`src/cdg_pkg.sv`:
```
// Purpose: shared constants and types for the complementary dead-band generator
// Assumes: one 10 MHz clock, 8-bit register port
// Notes: offsets are byte addresses on the plain register port
package cdg_pkg;

    // register port shape
    localparam int CDG_ADDR_W = 3;
    localparam int CDG_DATA_W = 8;
    localparam int CDG_DB_W = 6;
    localparam int CDG_NUM_SRC = 4;

    // register offsets
    localparam logic [2:0] CDG_REG_CTRL0 = 3'h0;
    localparam logic [2:0] CDG_REG_CTRL1 = 3'h1;
    localparam logic [2:0] CDG_REG_RISE_DB = 3'h2;
    localparam logic [2:0] CDG_REG_FALL_DB = 3'h3;
    localparam logic [2:0] CDG_REG_STATUS = 3'h4;

    // generator_control_zero fields
    localparam int CDG_C0_EN_BIT = 7;
    localparam int CDG_C0_OEB_BIT = 6;
    localparam int CDG_C0_OEA_BIT = 5;
    localparam int CDG_C0_POLB_BIT = 4;
    localparam int CDG_C0_POLA_BIT = 3;
    localparam int CDG_C0_CS_BIT = 0;
    localparam logic [7:0] CDG_CTRL0_MASK = 8'hF9;

    // generator_control_one fields
    localparam int CDG_C1_OVR_BIT = 7;
    localparam int CDG_C1_LVLB_BIT = 6;
    localparam int CDG_C1_LVLA_BIT = 5;
    localparam int CDG_C1_SEL_LSB = 0;
    localparam logic [7:0] CDG_CTRL1_MASK = 8'hE7;

    // status fields
    localparam int CDG_ST_PACT_BIT = 0;
    localparam int CDG_ST_CACT_BIT = 1;
    localparam int CDG_ST_SRC_BIT = 2;
    localparam int CDG_ST_PPIN_BIT = 3;
    localparam int CDG_ST_CPIN_BIT = 4;

    // reset values
    localparam logic [7:0] CDG_CTRL0_RST = 8'h00;
    localparam logic [7:0] CDG_CTRL1_RST = 8'h00;
    localparam logic [5:0] CDG_DB_RST = 6'h00;

    // input_source_select codes
    localparam logic [2:0] CDG_SRC_CMP = 3'h0;
    localparam logic [2:0] CDG_SRC_PG1 = 3'h1;
    localparam logic [2:0] CDG_SRC_PG2 = 3'h2;
    localparam logic [2:0] CDG_SRC_PG3 = 3'h3;

    // counting clock rates, the fast one modelled by a rate accumulator
    localparam int CDG_SYS_CLK_KHZ = 10000;
    localparam int CDG_FAST_OSC_KHZ = 16000;
    localparam int CDG_ACC_W = 15;
    localparam logic [14:0] CDG_ACC_SYS = 15'(CDG_SYS_CLK_KHZ);
    localparam logic [14:0] CDG_ACC_FAST = 15'(CDG_FAST_OSC_KHZ);
    localparam logic [14:0] CDG_ACC_TWO = 15'(2 * CDG_SYS_CLK_KHZ);
    localparam logic [1:0] CDG_STEP_ONE = 2'h1;
    localparam logic [1:0] CDG_STEP_TWO = 2'h2;

    typedef enum logic [1:0] {
        CDG_TMR_IDLE = 2'b00,
        CDG_TMR_COUNT = 2'b01
    } cdg_tmr_state_t;

endpackage

```
`src/cdg_edge_timer.sv`:
```
// Purpose: one dead-band timer, started by an input edge, ends in a drive level
// Assumes: start is a one-cycle pulse on ref_clk; cancel may stay high for many cycles
// Notes: cancel wins over start and over completion
`timescale 1ns/100ps
module cdg_edge_timer import cdg_pkg::*; #(
    parameter int CNT_W = CDG_DB_W
) (
    // clock and reset
    input wire logic ref_clk,
    input wire logic nrst,
    // control
    input wire logic start,
    input wire logic cancel,
    input wire logic [CNT_W-1:0] limit,
    input wire logic [1:0] step,
    // result
    output logic active
);

    typedef struct packed {
        cdg_tmr_state_t state;
        logic [CNT_W:0] count;
        logic on;
    } cdg_tmr_st_t;

    cdg_tmr_st_t st_r;
    cdg_tmr_st_t st_nxt;
    logic [CNT_W:0] sum;

    assign sum = st_r.count + (CNT_W+1)'(step);

    always_comb begin
        st_nxt = st_r;
        case (st_r.state)
            CDG_TMR_IDLE: begin
                st_nxt.state = CDG_TMR_IDLE;
            end
            CDG_TMR_COUNT: begin
                // count periods up from zero until the programmed value
                if (sum >= {1'b0, limit}) begin
                    st_nxt.on = 1'b1;
                    st_nxt.state = CDG_TMR_IDLE;
                end else begin
                    st_nxt.count = sum;
                end
            end
            default: begin
                st_nxt.state = CDG_TMR_IDLE;
            end
        endcase
        if (start) begin
            st_nxt.count = '0;
            if (limit == '0) begin
                st_nxt.on = 1'b1;
                st_nxt.state = CDG_TMR_IDLE;
            end else begin
                st_nxt.on = 1'b0;
                st_nxt.state = CDG_TMR_COUNT;
            end
        end
        // opposite edge aborts a pending turn-on
        if (cancel) begin
            st_nxt.on = 1'b0;
            st_nxt.count = '0;
            st_nxt.state = CDG_TMR_IDLE;
        end
    end

    always_ff @(posedge ref_clk or negedge nrst) begin
        if (!nrst) begin
            st_r <= '{state: CDG_TMR_IDLE, count: '0, on: 1'b0};
        end else begin
            st_r <= st_nxt;
        end
    end

    assign active = st_r.on;

    a_zero_limit: assert property (@(posedge ref_clk) disable iff (!nrst)
        start && !cancel && limit == '0 |=> active)
        else $error("zero dead band did not turn on at once");

    a_cancel_clears: assert property (@(posedge ref_clk) disable iff (!nrst)
        cancel |=> !active)
        else $error("cancel left the drive on");

endmodule

```
`src/cdg_core.sv`:
```
// Purpose: complementary drive pair with rising and falling dead band
// Assumes: pulse and comparator inputs are asynchronous pins
// Notes: fast counting clock is modelled as 1.6 counts per system cycle
//
// Notes on behaviour
// - two drives, primary and complement, come from the one selected source
// - dead-band counts run on system clock or the 16 MHz fast oscillator
// - clock select one picks fast oscillator, zero picks system clock
// - three-bit field picks comparator or one of three pulse generators
// - enabling the module starts with both drives cleared
// - a cleared output enable leaves the pin undriven
// - an enabled output shows the override level or the active waveform
// - with the module disabled, enables and drive levels have no effect
// - per-output polarity: set means active high, cleared active low
// - polarity applies to the waveform only, never the override level
// - separate 6-bit counters for rising and falling edges
// - dead time counts clock periods up from zero to the programmed value
// - rising edge drops complement at once, primary on after rise count
// - falling edge drops primary at once, complement on after fall count
// - each dead band is programmable over the full counter range
// - a zero value inserts no dead time
// - input shorter than the count never turns the drive on
// - dead time varies by at most one counting period
`timescale 1ns/100ps
module cdg_core import cdg_pkg::*; #(
    parameter int ADDR_W = CDG_ADDR_W,
    parameter int DATA_W = CDG_DATA_W
) (
    // clock and reset
    input wire logic ref_clk,
    input wire logic nrst,
    // register port
    input wire logic [ADDR_W-1:0] reg_addr,
    input wire logic [DATA_W-1:0] reg_wdata,
    input wire logic reg_wr,
    input wire logic reg_rd,
    output logic [DATA_W-1:0] reg_rdata,
    // waveform sources
    input wire logic comparator_synced_output,
    input wire logic first_pulse_gen_output,
    input wire logic second_pulse_gen_output,
    input wire logic third_pulse_gen_output,
    // drive pins
    output logic primary_drive_out,
    output logic primary_drive_oe,
    output logic complement_drive_out,
    output logic complement_drive_oe
);

    typedef struct packed {
        logic [7:0] ctrl0;
        logic [7:0] ctrl1;
        logic [CDG_DB_W-1:0] rise_db;
        logic [CDG_DB_W-1:0] fall_db;
        logic [CDG_NUM_SRC-1:0] sync1;
        logic [CDG_NUM_SRC-1:0] sync2;
        logic src_prev;
        logic [CDG_ACC_W-1:0] acc;
        logic prim_pin;
        logic prim_oe;
        logic comp_pin;
        logic comp_oe;
        logic [DATA_W-1:0] rd_data;
    } cdg_core_st_t;

    cdg_core_st_t st_r;
    cdg_core_st_t st_nxt;

    logic [CDG_NUM_SRC-1:0] src_pins;
    logic src_now;
    logic rise_edge;
    logic fall_edge;
    logic module_enable_bit;
    logic primary_out_enable;
    logic complement_out_enable;
    logic primary_polarity;
    logic complement_polarity;
    logic counting_clock_select;
    logic override_on;
    logic [2:0] input_source_select;
    logic prim_act;
    logic comp_act;
    logic [1:0] step;
    logic [CDG_ACC_W-1:0] acc_sum;

    // picks one synchronised source; unused codes give a quiet low
    function automatic logic pick_source(input logic [CDG_NUM_SRC-1:0] s,
                                         input logic [2:0] sel);
        logic v;
        v = 1'b0;
        if (sel == CDG_SRC_CMP) begin
            v = s[0];
        end else if (sel == CDG_SRC_PG1) begin
            v = s[1];
        end else if (sel == CDG_SRC_PG2) begin
            v = s[2];
        end else if (sel == CDG_SRC_PG3) begin
            v = s[3];
        end
        return v;
    endfunction

    // drive level before the pin, override bypasses polarity
    function automatic logic pin_level(input logic ovr, input logic lvl,
                                       input logic pol, input logic act);
        logic v;
        v = ovr ? lvl : (pol ? act : ~act);
        return v;
    endfunction

    assign src_pins = {third_pulse_gen_output, second_pulse_gen_output,
                       first_pulse_gen_output, comparator_synced_output};

    assign module_enable_bit = st_r.ctrl0[CDG_C0_EN_BIT];
    assign primary_out_enable = st_r.ctrl0[CDG_C0_OEA_BIT];
    assign complement_out_enable = st_r.ctrl0[CDG_C0_OEB_BIT];
    assign primary_polarity = st_r.ctrl0[CDG_C0_POLA_BIT];
    assign complement_polarity = st_r.ctrl0[CDG_C0_POLB_BIT];
    assign counting_clock_select = st_r.ctrl0[CDG_C0_CS_BIT];
    assign override_on = st_r.ctrl1[CDG_C1_OVR_BIT];
    assign input_source_select = st_r.ctrl1[CDG_C1_SEL_LSB +: 3];

    // source is read only after two flops, so edges land on a clock
    assign src_now = pick_source(st_r.sync2, input_source_select);
    assign rise_edge = src_now & ~st_r.src_prev;
    assign fall_edge = ~src_now & st_r.src_prev;

    // counts per system cycle: 1, or 1.6 on average for the fast oscillator
    assign acc_sum = st_r.acc + CDG_ACC_FAST;
    always_comb begin
        step = CDG_STEP_ONE;
        if (counting_clock_select && acc_sum >= CDG_ACC_TWO) begin
            step = CDG_STEP_TWO;
        end
    end

    // rising edge timer: starts primary turn-on, drops complement
    cdg_edge_timer #(
        .CNT_W(CDG_DB_W)
    ) u_rise_timer (
        .ref_clk(ref_clk),
        .nrst(nrst),
        .start(rise_edge & module_enable_bit),
        .cancel(fall_edge | ~module_enable_bit),
        .limit(st_r.rise_db),
        .step(step),
        .active(prim_act)
    );

    // falling edge timer: starts complement turn-on, drops primary
    cdg_edge_timer #(
        .CNT_W(CDG_DB_W)
    ) u_fall_timer (
        .ref_clk(ref_clk),
        .nrst(nrst),
        .start(fall_edge & module_enable_bit),
        .cancel(rise_edge | ~module_enable_bit),
        .limit(st_r.fall_db),
        .step(step),
        .active(comp_act)
    );

    always_comb begin
        st_nxt = st_r;
        st_nxt.sync1 = src_pins;
        st_nxt.sync2 = st_r.sync1;
        st_nxt.src_prev = src_now;

        // rate accumulator only runs for the fast counting clock
        if (counting_clock_select) begin
            if (acc_sum >= CDG_ACC_TWO) begin
                st_nxt.acc = acc_sum - CDG_ACC_TWO;
            end else begin
                st_nxt.acc = acc_sum - CDG_ACC_SYS;
            end
        end else begin
            st_nxt.acc = '0;
        end

        // register writes
        if (reg_wr) begin
            if (reg_addr == CDG_REG_CTRL0) begin
                st_nxt.ctrl0 = reg_wdata & CDG_CTRL0_MASK;
            end else if (reg_addr == CDG_REG_CTRL1) begin
                st_nxt.ctrl1 = reg_wdata & CDG_CTRL1_MASK;
            end else if (reg_addr == CDG_REG_RISE_DB) begin
                st_nxt.rise_db = reg_wdata[CDG_DB_W-1:0];
            end else if (reg_addr == CDG_REG_FALL_DB) begin
                st_nxt.fall_db = reg_wdata[CDG_DB_W-1:0];
            end
        end

        // pins: enable gated by module enable, level by override or polarity
        st_nxt.prim_oe = module_enable_bit & primary_out_enable;
        st_nxt.comp_oe = module_enable_bit & complement_out_enable;
        st_nxt.prim_pin = st_nxt.prim_oe &
            pin_level(override_on, st_r.ctrl1[CDG_C1_LVLA_BIT],
                      primary_polarity, prim_act);
        st_nxt.comp_pin = st_nxt.comp_oe &
            pin_level(override_on, st_r.ctrl1[CDG_C1_LVLB_BIT],
                      complement_polarity, comp_act);

        // read data stands for one cycle only
        st_nxt.rd_data = '0;
        if (reg_rd) begin
            if (reg_addr == CDG_REG_CTRL0) begin
                st_nxt.rd_data = st_r.ctrl0;
            end else if (reg_addr == CDG_REG_CTRL1) begin
                st_nxt.rd_data = st_r.ctrl1;
            end else if (reg_addr == CDG_REG_RISE_DB) begin
                st_nxt.rd_data = DATA_W'(st_r.rise_db);
            end else if (reg_addr == CDG_REG_FALL_DB) begin
                st_nxt.rd_data = DATA_W'(st_r.fall_db);
            end else if (reg_addr == CDG_REG_STATUS) begin
                st_nxt.rd_data[CDG_ST_PACT_BIT] = prim_act;
                st_nxt.rd_data[CDG_ST_CACT_BIT] = comp_act;
                st_nxt.rd_data[CDG_ST_SRC_BIT] = src_now;
                st_nxt.rd_data[CDG_ST_PPIN_BIT] = st_r.prim_pin;
                st_nxt.rd_data[CDG_ST_CPIN_BIT] = st_r.comp_pin;
            end
        end
    end

    always_ff @(posedge ref_clk or negedge nrst) begin
        if (!nrst) begin
            st_r <= '{ctrl0: CDG_CTRL0_RST, ctrl1: CDG_CTRL1_RST,
                      rise_db: CDG_DB_RST, fall_db: CDG_DB_RST,
                      sync1: '0, sync2: '0, src_prev: 1'b0, acc: '0,
                      prim_pin: 1'b0, prim_oe: 1'b0, comp_pin: 1'b0,
                      comp_oe: 1'b0, rd_data: '0};
        end else begin
            st_r <= st_nxt;
        end
    end

    assign reg_rdata = st_r.rd_data;
    assign primary_drive_out = st_r.prim_pin;
    assign primary_drive_oe = st_r.prim_oe;
    assign complement_drive_out = st_r.comp_pin;
    assign complement_drive_oe = st_r.comp_oe;

    a_no_overlap: assert property (@(posedge ref_clk) disable iff (!nrst)
        !(prim_act && comp_act))
        else $error("both drives active together");

    a_rise_drops_comp: assert property (@(posedge ref_clk) disable iff (!nrst)
        rise_edge |=> !comp_act)
        else $error("complement not dropped on rising edge");

    a_fall_drops_prim: assert property (@(posedge ref_clk) disable iff (!nrst)
        fall_edge |=> !prim_act)
        else $error("primary not dropped on falling edge");

    a_rise_db_three: assert property (@(posedge ref_clk) disable iff (!nrst)
        rise_edge && module_enable_bit && !counting_clock_select && st_r.rise_db == 6'h03
        ##1 (!fall_edge && module_enable_bit && !counting_clock_select
             && st_r.rise_db == 6'h03)[*3]
        |-> !prim_act ##1 prim_act)
        else $error("rising dead band of three not honoured");

    a_fall_db_two: assert property (@(posedge ref_clk) disable iff (!nrst)
        fall_edge && module_enable_bit && !counting_clock_select && st_r.fall_db == 6'h02
        ##1 (!rise_edge && module_enable_bit && !counting_clock_select
             && st_r.fall_db == 6'h02)[*2]
        |-> !comp_act ##1 comp_act)
        else $error("falling dead band of two not honoured");

    a_short_pulse: assert property (@(posedge ref_clk) disable iff (!nrst)
        rise_edge && !counting_clock_select && st_r.rise_db != 6'h00 ##1 fall_edge
        |-> (!prim_act)[*3])
        else $error("short input pulse turned primary on");

    a_enable_clears: assert property (@(posedge ref_clk) disable iff (!nrst)
        $rose(module_enable_bit) |-> !prim_act && !comp_act)
        else $error("drives not cleared when module enabled");

    a_disabled_quiet: assert property (@(posedge ref_clk) disable iff (!nrst)
        !module_enable_bit |=> !primary_drive_oe && !complement_drive_oe
                               && !primary_drive_out && !complement_drive_out)
        else $error("disabled module still drives a pin");

    a_oe_follows: assert property (@(posedge ref_clk) disable iff (!nrst)
        module_enable_bit && !complement_out_enable |=> !complement_drive_oe)
        else $error("complement driven with its enable cleared");

    a_polarity_pin: assert property (@(posedge ref_clk) disable iff (!nrst)
        module_enable_bit && primary_out_enable && !override_on
        |=> primary_drive_out == ($past(primary_polarity) ? $past(prim_act)
                                                          : !$past(prim_act)))
        else $error("primary pin ignores polarity");

    a_override_level: assert property (@(posedge ref_clk) disable iff (!nrst)
        module_enable_bit && complement_out_enable && override_on
        |=> complement_drive_out == $past(st_r.ctrl1[CDG_C1_LVLB_BIT]))
        else $error("override level altered");

    a_fast_rate: assert property (@(posedge ref_clk) disable iff (!nrst)
        counting_clock_select && $past(counting_clock_select, 1)
        && $past(counting_clock_select, 2) && $past(counting_clock_select, 3)
        && $past(counting_clock_select, 4)
        |-> 4'(step) + 4'($past(step, 1)) + 4'($past(step, 2)) + 4'($past(step, 3))
            + 4'($past(step, 4)) == 4'h8)
        else $error("fast counting rate is not 16 per 10 cycles");

    a_sys_rate: assert property (@(posedge ref_clk) disable iff (!nrst)
        !counting_clock_select |-> step == CDG_STEP_ONE)
        else $error("system clock mode counts faster than one");

    a_rise_zero_on: assert property (@(posedge ref_clk) disable iff (!nrst)
        rise_edge && module_enable_bit && st_r.rise_db == 6'h00 |=> prim_act)
        else $error("zero rising dead band delayed primary");

    a_fall_zero_on: assert property (@(posedge ref_clk) disable iff (!nrst)
        fall_edge && module_enable_bit && st_r.fall_db == 6'h00 |=> comp_act)
        else $error("zero falling dead band delayed complement");

    a_rise_waits: assert property (@(posedge ref_clk) disable iff (!nrst)
        rise_edge && module_enable_bit && st_r.rise_db != 6'h00 |=> !prim_act)
        else $error("primary on before rising dead band");

    a_prim_holds: assert property (@(posedge ref_clk) disable iff (!nrst)
        prim_act && !fall_edge && module_enable_bit |=> prim_act)
        else $error("primary dropped without falling edge");

    a_comp_holds: assert property (@(posedge ref_clk) disable iff (!nrst)
        comp_act && !rise_edge && module_enable_bit |=> comp_act)
        else $error("complement dropped without rising edge");

    a_prim_oe_off: assert property (@(posedge ref_clk) disable iff (!nrst)
        !primary_out_enable |=> !primary_drive_oe)
        else $error("primary driven with its enable cleared");

    a_comp_polarity: assert property (@(posedge ref_clk) disable iff (!nrst)
        module_enable_bit && complement_out_enable && !override_on
        |=> complement_drive_out == ($past(complement_polarity) ? $past(comp_act)
                                                                : !$past(comp_act)))
        else $error("complement pin ignores polarity");

    a_prim_override: assert property (@(posedge ref_clk) disable iff (!nrst)
        module_enable_bit && primary_out_enable && override_on
        |=> primary_drive_out == $past(st_r.ctrl1[CDG_C1_LVLA_BIT]))
        else $error("primary override level altered");

    a_unused_src: assert property (@(posedge ref_clk) disable iff (!nrst)
        input_source_select > CDG_SRC_PG3 |-> !src_now)
        else $error("unused source code not quiet");

    a_sync_delay: assert property (@(posedge ref_clk) disable iff (!nrst)
        input_source_select == CDG_SRC_CMP
        |-> src_now == $past(comparator_synced_output, 2))
        else $error("comparator not seen after two flops");

endmodule

```
`config.mk`:
```
export PLATFORM = sky130hd
export DESIGN_NAME = cdg_core
export DESIGN_NICKNAME = d
export VERILOG_FILES = /design/src/cdg_pkg.sv /design/src/cdg_edge_timer.sv /design/src/cdg_core.sv
export SDC_FILE = /design/constraint.sdc
export NUM_CORES = 1
export LEC_CHECK = 0
export BUFFER_PORTS_ARGS = -buffer_cell sky130_fd_sc_hd__buf_4
export CAP_MARGIN = 10
export CORE_MARGIN = 2
export CORE_UTILIZATION = 55
export CTS_CLUSTER_DIAMETER = 200
export DETAILED_ROUTE_END_ITERATION = 12
export PLACE_DENSITY = 0.77
export SYNTH_ARGS = -nofsm -noshare
export SYNTH_HDL_FRONTEND = slang
export SYNTH_HIERARCHICAL = 1
export SYNTH_SLANG_ARGS = --single-unit
```
`constraint.sdc`:
```
create_clock -name ref_clk -period 4.05 [get_ports ref_clk]
set_clock_uncertainty 0.2 [all_clocks]
set_input_delay 0.81 -clock ref_clk [delete_from_list [all_inputs] [get_ports ref_clk]]
set_output_delay 0.81 -clock ref_clk [all_outputs]
set_load 0.02 [all_outputs]
```
* After elaboration in Yosys (flattened, before gate mapping)
Cells that the tools add are included.
** Storage, ports and cells
- Input bits :: 19
- Word-level logic and storage cells :: 111
- Register bits after elaboration :: 80
- Output and inout bits :: 12
** Operators by class
- Bitwise operators :: 18
- Multiplexer cells :: 36
- Reductions and logical operators :: 17
- Order comparisons :: 3
- Add/sub/neg operators :: 5
- Equal/unequal tests :: 13
** Operators with widths (count)
- 2-to-1 mux 10 bit :: 4
- 2-to-1 mux 8 bit :: 5
- 2-to-1 mux 15 bit :: 2
- adder 15 x 14 -> 15 bit, second input constant :: 1
- >= comparator 15 bit, second input constant :: 1
- 2-to-1 mux 1 bit :: 15
- subtractor 15 x 14 -> 15 bit, second input constant :: 1
- subtractor 15 bit, second input constant :: 1
- adder 7 x 2 -> 7 bit :: 2
- >= comparator 7 x 6 -> 1 bit :: 2
- 2-to-1 mux 7 bit :: 2
- == test 3 x 2 -> 1 bit, second input constant :: 4
- zero test 6 bit :: 2
- nonzero test 3 bit :: 4
- 2-to-1 mux 2 bit :: 5
- 2-to-1 mux 5 bit :: 2
- AND reduction 2 bit :: 5
- bitwise AND 1 bit :: 8
- != test 4 x 1 -> 1 bit, second input constant :: 2
- NOT 1 bit :: 8
- == test 3 x 1 -> 1 bit, second input constant :: 2
- zero test 3 bit :: 2
- 2-to-1 mux 6 bit :: 1
- != test 3 x 1 -> 1 bit, second input constant :: 2
- 7 further kinds :: 9

* Longest topological paths before layout
Gate-level depths: netlist (run 1).
- Depth after elaboration :: 11
- Gate-level depth with buffers :: 21
- Gate-level depth less buffers :: 18

* Hierarchy
Netlist (run 1), hierarchy kept.
** Modules (own cells, without submodules)
- cdg_core :: cells an instance 310, area each 3239.4 um^2, times used 1, seq. area each 1401.3 um^2
- cdg_edge_timer (u_fall_timer) :: cells an instance 74, area each 728.2 um^2, times used 1, seq. area each 225.2 um^2
- cdg_edge_timer (u_rise_timer) :: cells an instance 76, area each 709.4 um^2, times used 1, seq. area each 225.2 um^2

* Worst setup path before layout (run 1)
Ideal clock, no wire load.
- Path type :: reg2reg
- Start point :: reg st_r[19] in the netlist's numbering
- End point :: reg u_rise_timer/st_r[6] in the netlist's numbering
- Period minus slack after synthesis :: 4.373 ns
- Required time :: 3.773 ns
- Path slack :: -0.323 ns
- Cell stages (with the launch flop) :: 20
- Arrival :: 4.095 ns
- Setup time :: 0.077 ns
- Path buffers :: 3
- Path through :: dfrtp_1 buf_4 buf_2 inv_1 ha_1 nand4b_1 a32oi_1 a32oi_2 buf_6 nor2_2 nand2_1 ha_1 fa_1 xor2_1 ha_1 a21o_1 a31oi_1 o211ai_2 or4_1 a21oi_1
** Between the ends
- Longest elaborated chain between the ends :: 9
- Elaborated cells on any way between the ends :: 12
- Classes of those cells :: add/sub: 2; order compare: 2; eq/ne: 1; mux: 5; reduce/logical: 2
** Ends and longest elaborated chain
- start: declaration :: line cdg_core.sv:66 : cdg_core_st_t st_r;
- start signal: assignment :: line cdg_core.sv:226 : st_r <= '{ctrl0: CDG_CTRL0_RST, ctrl1: CDG_CTRL1_RST,
- start signal: assignment :: line cdg_core.sv:232 : st_r <= st_nxt;
- adder 15 x 14 -> 15 bit (*) :: line cdg_core.sv:129 : assign acc_sum = st_r.acc + CDG_ACC_FAST;
- >= comparator 15 bit (*) :: line cdg_core.sv:132 : if (counting_clock_select && acc_sum >= CDG_ACC_TWO) begin
- logical AND 1 bit (*) :: line cdg_core.sv:132
- 2-to-1 mux 2 bit (*) :: line cdg_core.sv:132
- named net step[0] :: line cdg_core.sv:83 : logic [1:0] step;
- adder 7 x 2 -> 7 bit (*) :: line cdg_edge_timer.sv:30 : assign sum = st_r.count + (CNT_W+1)'(step);
- branches (longest 4 deep; another with >= comparator 7 x 6 -> 1 bit)
- end signal: assignment :: line cdg_edge_timer.sv:71 : st_r <= '{state: CDG_TMR_IDLE, count: '0, on: 1'b0};
- end signal: assignment :: line cdg_edge_timer.sv:73 : st_r <= st_nxt;
- end: declaration :: line cdg_edge_timer.sv:26 : cdg_tmr_st_t st_r;
Mark *: on every way through the listed nets, which the timed path passes. The select of a mux whose other input is x is not followed.
A chain may end at the register's enable or synchronous reset.

* Final worst setup path (run 1)
- Start point :: reg st_r[20] in the netlist's numbering
- End point :: reg u_rise_timer/st_r[6] in the netlist's numbering
Same word-level chain as after synthesis.

==> out/qor.txt, run 1 <==
Status -> finished, final reports clean
Worst EP arrival -> 4050 ps
Setup tns final -> 0 ps
Post-synth EDFFs -> 0
I/O Buffers -> 30
Via-per-instance ratio -> 6.19
Routed Antenna Nets -> 0
Max FO, Critical Path -> 3
Power per standard cell area -> 577 nW/µm²
Area of placed instances -> 5090 µm²
Post-Synthesis Cells -> 460
Critical path class -> reg -> reg
Max-cap viol count -> 0
Wire length per cell -> 17.5 µm
Pin count of the biggest net entering global routing -> 75
Layout cell share with drive strength beyond 1 -> 28.7%
HP Start -> st_nxt[29]
Clk slew on worst S/H paths -> 80 ps
CTS tree -> done
DPL Wire Length -> 7600 µm
Slew @ Worst Pin -> 911 ps
Fmax -> 251 MHz
Maximum vdd drop -> 0.365 mV
Area of the mapped netlist -> 4680 µm²
Grt total ovfl -> 0
Data required, critical path -> 4120 ps
Max Buffers Root-to-Sink -> 2
Yosys warns -> 6
CP Launch Type -> flip-flop
Clock sinks -> 74
RSZ-0062 raised after global routing -> yes
Die Height -> 96.2 µm
Crit Reg-Reg Startpoint -> st_r[20]
Worst skew pair latency -> 350 ps
CTS Hold Bufs -> 0
CP endpoint kind -> flip-flop
Global-route wire length before repair -> 17400 µm
Fillers -> 635
GRT Util Overall -> 24.5%
Final Slew Violations -> 0
Die area -> 9260 µm²
Primary FF master, synth -> dfrtp_1
DRC violations left -> 0
Tcrit/Tclk final -> 98.2%
CTS root buf -> clkbuf_8
DR pass1 iterations -> 4
Syn Area/Cell -> 10.2 µm²
Hold Path Depth -> 0
Register area share after synthesis -> 39.6%
Width of the die -> 96.2 µm
ANT cells -> 0
Core area -> 8220 µm²
Final hold violations -> 0
Iteration-0 DRC Markers -> 196
Hold crit path type -> reg -> reg
Initial Util -> 56.9%
H-tree levels -> 3
Worst hold endpoint -> st_r[29]
Initial antenna violation count -> 0
Vias -> 3795
Leakage power -> 2.46 nW
Net count after synthesis -> 504
Worst R2R Path Depth -> 16
Worst rel slew slack -> 39.2%
Final Power -> 3.14 mW
Fin nets -> 548
RR Endpoint -> u_rise_timer/st_r[6]
Area delta synth->final -> 16.1%
FFs w/ async S/R, synth -> 100%
I/O pins -> 31
Tmin final -> 3980 ps
Synthesized flop and latch total -> 74
RePlAce Congestion -> 0.937
Routed wire length -> 10700 µm
# rows -> 33
Fin area -> 5430 µm²
Cts bufs inserted -> 9
Hold Slack -> 154 ps
R2r setup slk -> 70 ps
Synth cell types -> 77
Vias in the first global route -> 3682
Final setup vio count -> 0
## what timing repair did
item,in CTS,in global routing
setup endpoints to repair,4,18
resized for setup,1,21
setup buffers,0,6
pin swaps,1,14
## power by group
part	switching [mW]	leakage (nW)	internal, mW	total (mW)
sequential	0.150	0.952	0.859	1.01
combinational	0.884	1.42	0.697	1.58
clock	0.275	0.0907	0.270	0.545
## routing by layer
layer | track usage, % | up-vias | part of all wire (%)
met4 | 11.9 | 0 | 1.9
met5 | 0 | - | 0
met3 | 3.68 | 18 | 4.5
li1 | - | 1781 | -
met1 | 29.4 | 1883 | 42
met2 | 42.7 | 113 | 52
## Yosys cell counts, drive strengths merged (7+ instances only)
library cell	number	area (µm²)
a21oi	22	110
and3	9	56.3
buf	18	130
clkbuf	9	35.0
dfrtp	74	1850
ha	23	288
inv	26	97.6
mux2	26	293
mux2i	9	90.1
nand2	33	131
nand3	18	108
nand4	8	50.1
nor2	21	83.8
nor2b	7	43.8
nor3	7	40.0
o21ai	12	60.1
o311ai	7	61.3
or3	8	52.6
xnor2	8	70.1
xor2	11	104
## cell families (layout without fill, tap and decap cells)
logic type,Yosys count,after routing,share of synthesized area (%)
mux,36,36,8.67
flops,74,74,39.6
fa+ha+maj,25,25,7.01
xor+xnor,19,19,3.72
compound gates,109,109,18.1
buf+inv,54,102,5.70
simple gates,143,143,17.3
## cells in the final DEF, fill, tap and decap left out, types with 7 or more instances in the layout
cell type	instances
and3_1	9
a21oi_1	19
nand3_1	16
dfrtp_1	74
mux2_2	26
o21ai_0	12
nand2_1	30
nand4_1	8
o311ai_1	7
xnor2_1	8
buf_4	60
clkbuf_8	12
xor2_1	10
ha_1	16
mux2i_1	9
nor2_1	18
inv_1	26
## worst max-delay path, cell delays in order, from the launching register on
cell and delay (ps):
dfrtp_1 430, buf_4 170, ha_4 260, nand4b_1 130
a32oi_2 260, a32oi_2 110, nor2_4 120, nand2_2 80
ha_2 210, fa_2 370, xor2_1 180, ha_1 320
a21o_1 180, a31oi_2 210, o211ai_2 120, or4_1 410
a21oi_1 150
## cell type report
type,count,area (µm²),share of cell area [%]
multi-input cells,332,2710,49.9
flip-flops and latches,74,1850,34.1
repair buffers,60,450,8.29
clock buffers,12,165,3.04
well taps,105,131,2.42
inverters,27,101,1.87
clock inverters,3,23.8,0.438
## registers in the layout, summed over array words and instances, names as in the netlist
name / cells
override_on: 1
u_rise_timer/active: 1
complement_out_enable: 1
primary_drive_out: 1
u_fall_timer/active: 1
u_fall_timer/st_r: 8
u_rise_timer/st_r: 8
st_r: 30
reg_rdata: 8
st_nxt: 4
counting_clock_select: 1
complement_drive_oe: 1
complement_polarity: 1
primary_out_enable: 1
complement_drive_out: 1
primary_polarity: 1
module_enable_bit: 1
input_source_select: 3
primary_drive_oe: 1
## worst max-delay path by stage
stage	start	to	slack [ps]	depth (start not counted)
2_1_floorplan	st_r[19]	u_rise_timer/st_r[6]	-20	19
3_3_place_gp	st_r[20]	u_rise_timer/st_r[6]	50	18
3_5_place_dp	st_r[20]	u_rise_timer/st_r[6]	-70	17
4_1_cts	st_r[20]	u_rise_timer/st_r[6]	8	18
5_1_grt	st_r[19]	u_rise_timer/st_r[6]	-120	15
6_report	st_r[20]	u_rise_timer/st_r[6]	70	16
## per-stage QoR
| stage | utilization, % | worst slack, ps | cells |
|---|---|---|---|
| 2_1_floorplan | - | -24.3 | 460 |
| 3_3_place_gp | 61.9 | 53.5 | 592 |
| 3_5_place_dp | 61.9 | -70.7 | 592 |
| 4_1_cts | 64.2 | 8.41 | 607 |
| 5_1_grt | 66.1 | -121 | 613 |
| 6_report | 66.1 | 73.3 | 613 |
Note: power is estimated with default switching activity, not from simulation.
==> run 2: changes to the inputs <==
--- a/config.mk
+++ b/config.mk
@@ -11,6 +11,7 @@
 export CORE_UTILIZATION = 55
 export CTS_CLUSTER_DIAMETER = 200
 export DETAILED_ROUTE_END_ITERATION = 12
+export GPL_TIMING_DRIVEN = 0
 export PLACE_DENSITY = 0.77
 export SYNTH_ARGS = -nofsm -noshare
 export SYNTH_HDL_FRONTEND = slang
==> run 2 against run 1 <==
The flow now finishes with violations (negative setup slack). Via count increased by 3.5%. Final cell count increased by 3.8%. Critical path depth increased by 3. Global-route usage increased by 0.88 points. Sequential power about the same. Register-to-register slack got worse by 190 ps. Total power increased by 4.5%. Utilization increased by 3.5 points. Non-clock buffer count increased by 22. Critical path type unchanged.
==> out/qor.txt, run 2 (synthesis results as in run 1) <==
Status -> complete, but fails checks
Violated checks -> negative setup slack
Clock power share -> 15.5%
CP Launch Type -> flip-flop
Fillers -> 611
CP delay by family, top -> simple AND/OR/NAND/NOR gates
Width of the die -> 96.2 µm
Cts bufs inserted -> 9
Initial antenna violation count -> 0
Internal power -> 1.87 mW
Routed wire length -> 11300 µm
Combinational share of power -> 54.2%
Placed insts -> 595
Final Power -> 3.28 mW
Max-cap viol count -> 0
Grt total ovfl -> 0
Worst skew pair latency -> 350 ps
GR Util met1 -> 34.2%
Tcrit/Tclk final -> 103%
Max Buffers Root-to-Sink -> 2
FF/Latch Area -> 1850 µm²
Final WS setup -> -118 ps
Util after Layout -> 69.6%
Data required, critical path -> 4120 ps
Clk slew on worst S/H paths -> 80 ps
Fmax -> 240 MHz
Die Height -> 96.2 µm
Iteration-0 DRC Markers -> 206
Most used routing layer -> met2
P_sw -> 1.40 mW
Fin cells -> 636
HP Start -> st_nxt[30]
Critical path buffers and inverters -> 3
Sequential share of power -> 30.3%
Critical path class -> reg -> reg
I/O Buffers -> 30
Slew @ Worst Pin -> 909 ps
Leakage power -> 2.59 nW
Maximum vdd drop -> 0.297 mV
I/O pins -> 31
Met2 GRT Util -> 41.3%
# rows -> 33
H-tree levels -> 3
Final setup vio count -> 6
Crit Reg-Reg Startpoint -> st_r[19]
Global-route wire length before repair -> 18000 µm
Clock sinks -> 74
Final Slew Violations -> 0
Largest Register -> st_r
RSZ-0062 raised after global routing -> yes
CTS Hold Bufs -> 0
DPL Wire Length -> 7700 µm
Routed Antenna Nets -> 0
Max reg flops -> 30
Area delta synth->final -> 22.3%
Hold crit path type -> reg -> reg
DR pass1 iterations -> 6
Slowest CP cell -> or4_4
Initial Util -> 56.9%
Vias in the first global route -> 3709
Worst EP arrival -> 4240 ps
Via-per-instance ratio -> 6.18
Wire length per cell -> 17.8 µm
DRC violations left -> 0
Final hold violations -> 0
GRT met3 Usage -> 3.92%
Max FO, Critical Path -> 5
Power per standard cell area -> 573 nW/µm²
Most frequent cells in the layout -> 73 x dfrtp_1, 62 x buf_4, 29 x nand2_1, 26 x mux2_2, 24 x inv_1
Vias -> 3929
Switching share of power -> 42.8%
Pre-CTS setup slack -> -739 ps
Cell Chain, Critical Path -> buf_4 -> ha_4 -> nor4b_4 -> nand4_1 -> buf_4 -> a32o_2 -> nand2_4 -> nor2_4 -> ha_1 -> a21oi_1 -> nor2b_2 -> nand3_2 -> xnor2_2 -> ha_1 -> inv_1 -> o32a_4 -> o211ai_2 -> or4_4 -> a21oi_2
Pin count of the biggest net entering global routing -> 75
CTS root buf -> clkbuf_8
Layout cell share with drive strength beyond 1 -> 33.3%
RePlAce Congestion -> 0.903
Tmin final -> 4170 ps
CTS tree -> done
Worst rel slew slack -> 39.4%
CP endpoint kind -> flip-flop
ANT cells -> 0
Most common cell after layout, fill and taps aside -> dfrtp_1
Multi-input gate area -> 2860 µm²
Crit path launch -> st_r[19]
Max stage delay on crit path -> 440 ps
Fin nets -> 570
Core area -> 8220 µm²
GRT Util Overall -> 25.3%
Die area -> 9260 µm²
[run 2: worst paths after layout]
| path | to | slack (ps) | cells past startpoint |
|---|---|---|---|
| min | st_r[30] | 150 | 0 |
| max in group asynchronous | st_r[20] | 2620 | 1 |
| max reg2reg | u_rise_timer/st_r[6] | -120 | 19 |
| max | u_rise_timer/st_r[6] | -120 | 19 |
| min reg2reg | st_r[30] | 150 | 0 |
| min in group asynchronous | reg_rdata[6] | 380 | 1 |
[run 2: layout make-up]
type | instances | area share, %
repair buffers | 56 | 7.61
well taps | 105 | 2.30
flip-flops and latches | 74 | 32.4
plain buffers | 26 | 2.91
multi-input cells | 332 | 50.0
clock inverters | 6 | 0.744
clock buffers | 10 | 2.23
inverters | 27 | 1.82
[run 2: metrics by stage]
step                      instance area, µm²  setup TNS (ps)  hold WS, ps
final                                   5720            -224          153
after CTS                               5450            -342          156
after global placement                  5080           -7490          133
after floorplan                         4720           -24.3          131
after detailed placement                5080           -9040          138
after global routing                    5720           -2580          158
[run 2: what timing repair did]
item	in CTS	in global routing
buffers inserted	15	11
gates cloned	0	0
pin swaps	19	29
resized for setup	25	35
setup endpoints to repair	18	18
[run 2: power by group through the flow]
stage          Combinational, mW  Clock [mW]  Sequential, mW
6_report                    1.78       0.507           0.994
5_1_grt                     1.92       0.550            1.01
4_1_cts                     1.61       0.519           0.985
3_5_place_dp                1.42           0           0.997
3_3_place_gp                1.38           0           0.991
2_1_floorplan               1.09           0           0.966
[run 2: routing by layer]
metal  part of all wire, %  wire length, µm
met4                   2.5              278
met3                   5.2              585
met5                     0                0
met2                    51             5740
met1                    42             4710
==> run 3: changes to the inputs <==
--- a/config.mk
+++ b/config.mk
@@ -8,11 +8,11 @@
 export BUFFER_PORTS_ARGS = -buffer_cell sky130_fd_sc_hd__buf_4
 export CAP_MARGIN = 10
 export CORE_MARGIN = 2
-export CORE_UTILIZATION = 55
+export CORE_UTILIZATION = 50
 export CTS_CLUSTER_DIAMETER = 200
 export DETAILED_ROUTE_END_ITERATION = 12
 export GPL_TIMING_DRIVEN = 0
-export PLACE_DENSITY = 0.77
+export PLACE_DENSITY = 0.71
 export SYNTH_ARGS = -nofsm -noshare
 export SYNTH_HDL_FRONTEND = slang
 export SYNTH_HIERARCHICAL = 1
==> run 3 against run 2 <==
The flow still finishes with violations (negative setup slack). Wire length down 1.4%. Combinational power increased by 5%. Non-clock buffer count is 6 higher. Clock power rose by 19%. Clock-buffer cell count is 1 higher. Total power rose by 5.7%. Setup slack lost 44 ps. Via count fell by 1.2%. Sequential power about the same. Critical path type unchanged. Highest routed layer unchanged.
==> out/qor.txt, run 3 (synthesis results as in run 1) <==
Hold crit path type -> reg -> reg
CTS Hold Bufs -> 0
Final setup vio count -> 13
Vias -> 3881
I/O pins -> 31
Max FO, Critical Path -> 10
Maximum vdd drop -> 0.257 mV
Via-per-instance ratio -> 5.99
Grt total ovfl -> 0
Max reg flops -> 30
Hold Slack -> 151 ps
Tmin final -> 4210 ps
I/O Buffers -> 30
Area delta synth->final -> 23.5%
Layout cell share with drive strength beyond 1 -> 32.2%
Util after Layout -> 63.1%
Placed insts -> 601
HP Start -> st_nxt[28]
Crit Reg-Reg Startpoint -> st_r[20]
Status -> complete, but fails checks
CP Launch Type -> flip-flop
Hold Path Depth -> 0
Pre-CTS setup slack -> -649 ps
Most common cell after layout, fill and taps aside -> dfrtp_1
Die area -> 10100 µm²
Most frequent cells in the layout -> 73 x dfrtp_1, 69 x buf_4, 30 x nand2_1, 26 x mux2_2, 25 x inv_1
Leakage power -> 2.62 nW
# rows -> 35
DRC violations left -> 0
Worst R2R Path Depth -> 18
Power per standard cell area -> 600 nW/µm²
RR Endpoint -> u_rise_timer/st_r[6]
GRT Util Overall -> 22.7%
Core area -> 9150 µm²
Clk slew on worst S/H paths -> 80 ps
Die Height -> 101 µm
Largest Register -> st_r
Max Buffers Root-to-Sink -> 2
Pin count of the biggest net entering global routing -> 75
Critical path class -> reg -> reg
H-tree levels -> 3
Fin cells -> 648
Fillers -> 736
Clock sinks -> 74
DPL Wire Length -> 7510 µm
Vias in the first global route -> 3739
Initial antenna violation count -> 0
Worst skew pair latency -> 350 ps
FF/Latch Area -> 1850 µm²
Met3 wire len -> 561 µm
Fin nets -> 576
Highest routed metal layer -> met4
Violated checks -> negative setup slack
Iteration-0 DRC Markers -> 144
CTS root buf -> clkbuf_8
Worst hold endpoint -> st_r[28]
Multi-input gate area -> 2810 µm²
Met2 Wirelength -> 5620 µm
Worst EP arrival -> 4290 ps
Routed wire length -> 11200 µm
Met1 WL -> 4800 µm
Data required, critical path -> 4130 ps
Global-route wire length before repair -> 18200 µm
RSZ-0062 raised after global routing -> yes
Width of the die -> 101 µm
RePlAce Congestion -> 0.915
CP endpoint kind -> flip-flop
CTS tree -> done
Wire length per cell -> 17.2 µm
R2r setup slk -> -160 ps
Initial Util -> 51.1%
DR pass1 iterations -> 4
Final Slew Violations -> 0
Final Power -> 3.46 mW
Final WS setup -> -162 ps
Worst rel slew slack -> 38.2%
Fmax -> 237 MHz
Slew @ Worst Pin -> 927 ps
Cts bufs inserted -> 9
Max-cap viol count -> 0
ANT cells -> 0
Tcrit/Tclk final -> 104%
Final hold violations -> 0
Routed Antenna Nets -> 0
## run 3: cell types whose count changed in the layout (fill, tap and decap cells not counted), moves of 2 or more
cell	before	now
xnor2_1	5	7
buf_4	62	69
o32a_4	2	0
a21oi_1	18	22
xnor2_2	3	1
o32a_2	0	2
clkbuf_8	9	11
o21ai_1	1	3
a21oi_2	4	0
o21ai_2	2	0
## run 3: layout make-up
cell class                      instances  share of cell area, %
Tap cell                              111                   2.41
Sequential cell                        74                   32.1
Timing Repair Buffer                   62                   8.47
Clock buffer                           11                   2.62
Multi-Input combinational cell        332                   48.7
Clock inverter                          5                   1.04
Inverter                               27                   1.80
Buffer                                 26                   2.88
## run 3: what timing repair did
action / 4_1_cts / 5_1_grt
endpoints found under the setup margin: 18 / 18
pin swaps: 22 / 24
resized for setup: 27 / 22
buffers inserted: 17 / 15
## run 3: through the flow
stage | TNS, ps | cell area (µm²)
floorplan | -24.3 | 4720
global placement | -7330 | 5090
detailed placement | -8400 | 5090
CTS | -854 | 5560
global route | -3190 | 5770
finish | -536 | 5770
## run 3: critical path, cell delays in order (launching register included)
cell      delay (ps)
dfrtp_2          490
buf_4            200
a21oi_1          290
nand3_2          170
buf_4            190
xor2_4           290
nand2_4          120
nor2_4           180
ha_1             280
a21oi_1          210
nor2b_2           90
nand3_2          110
xnor2_1          130
ha_1             280
inv_1             80
o32a_2           180
o211ai_4         110
or4_4            430
a21oi_1          120
## run 3: worst max-delay path by stage
stage,start,endpoint,slack [ps],cells past startpoint
final,st_r[20],u_rise_timer/st_r[6],-160,18
after floorplan,st_r[19],u_rise_timer/st_r[6],-20,19
after CTS,st_r[19],u_rise_timer/st_r[6],-170,19
after detailed placement,st_r[19],u_rise_timer/st_r[6],-650,20
after global routing,st_r[20],u_rise_timer/st_r[6],-330,18
after global placement,st_r[19],u_rise_timer/st_r[6],-590,20
## run 3: power breakdown
group	leakage (nW)	switching [mW]	internal [mW]
Sequential	0.950	0.133	0.859
Clock	0.106	0.284	0.320
Combinational	1.56	1.01	0.856
## run 3: routing by layer
| metal | track usage [%] | up-vias |
|---|---|---|
| li1 | - | 1838 |
| met1 | 30.5 | 1910 |
| met2 | 37.1 | 115 |
| met3 | 4.16 | 18 |
| met4 | 7.38 | 0 |
| met5 | 0 | - |
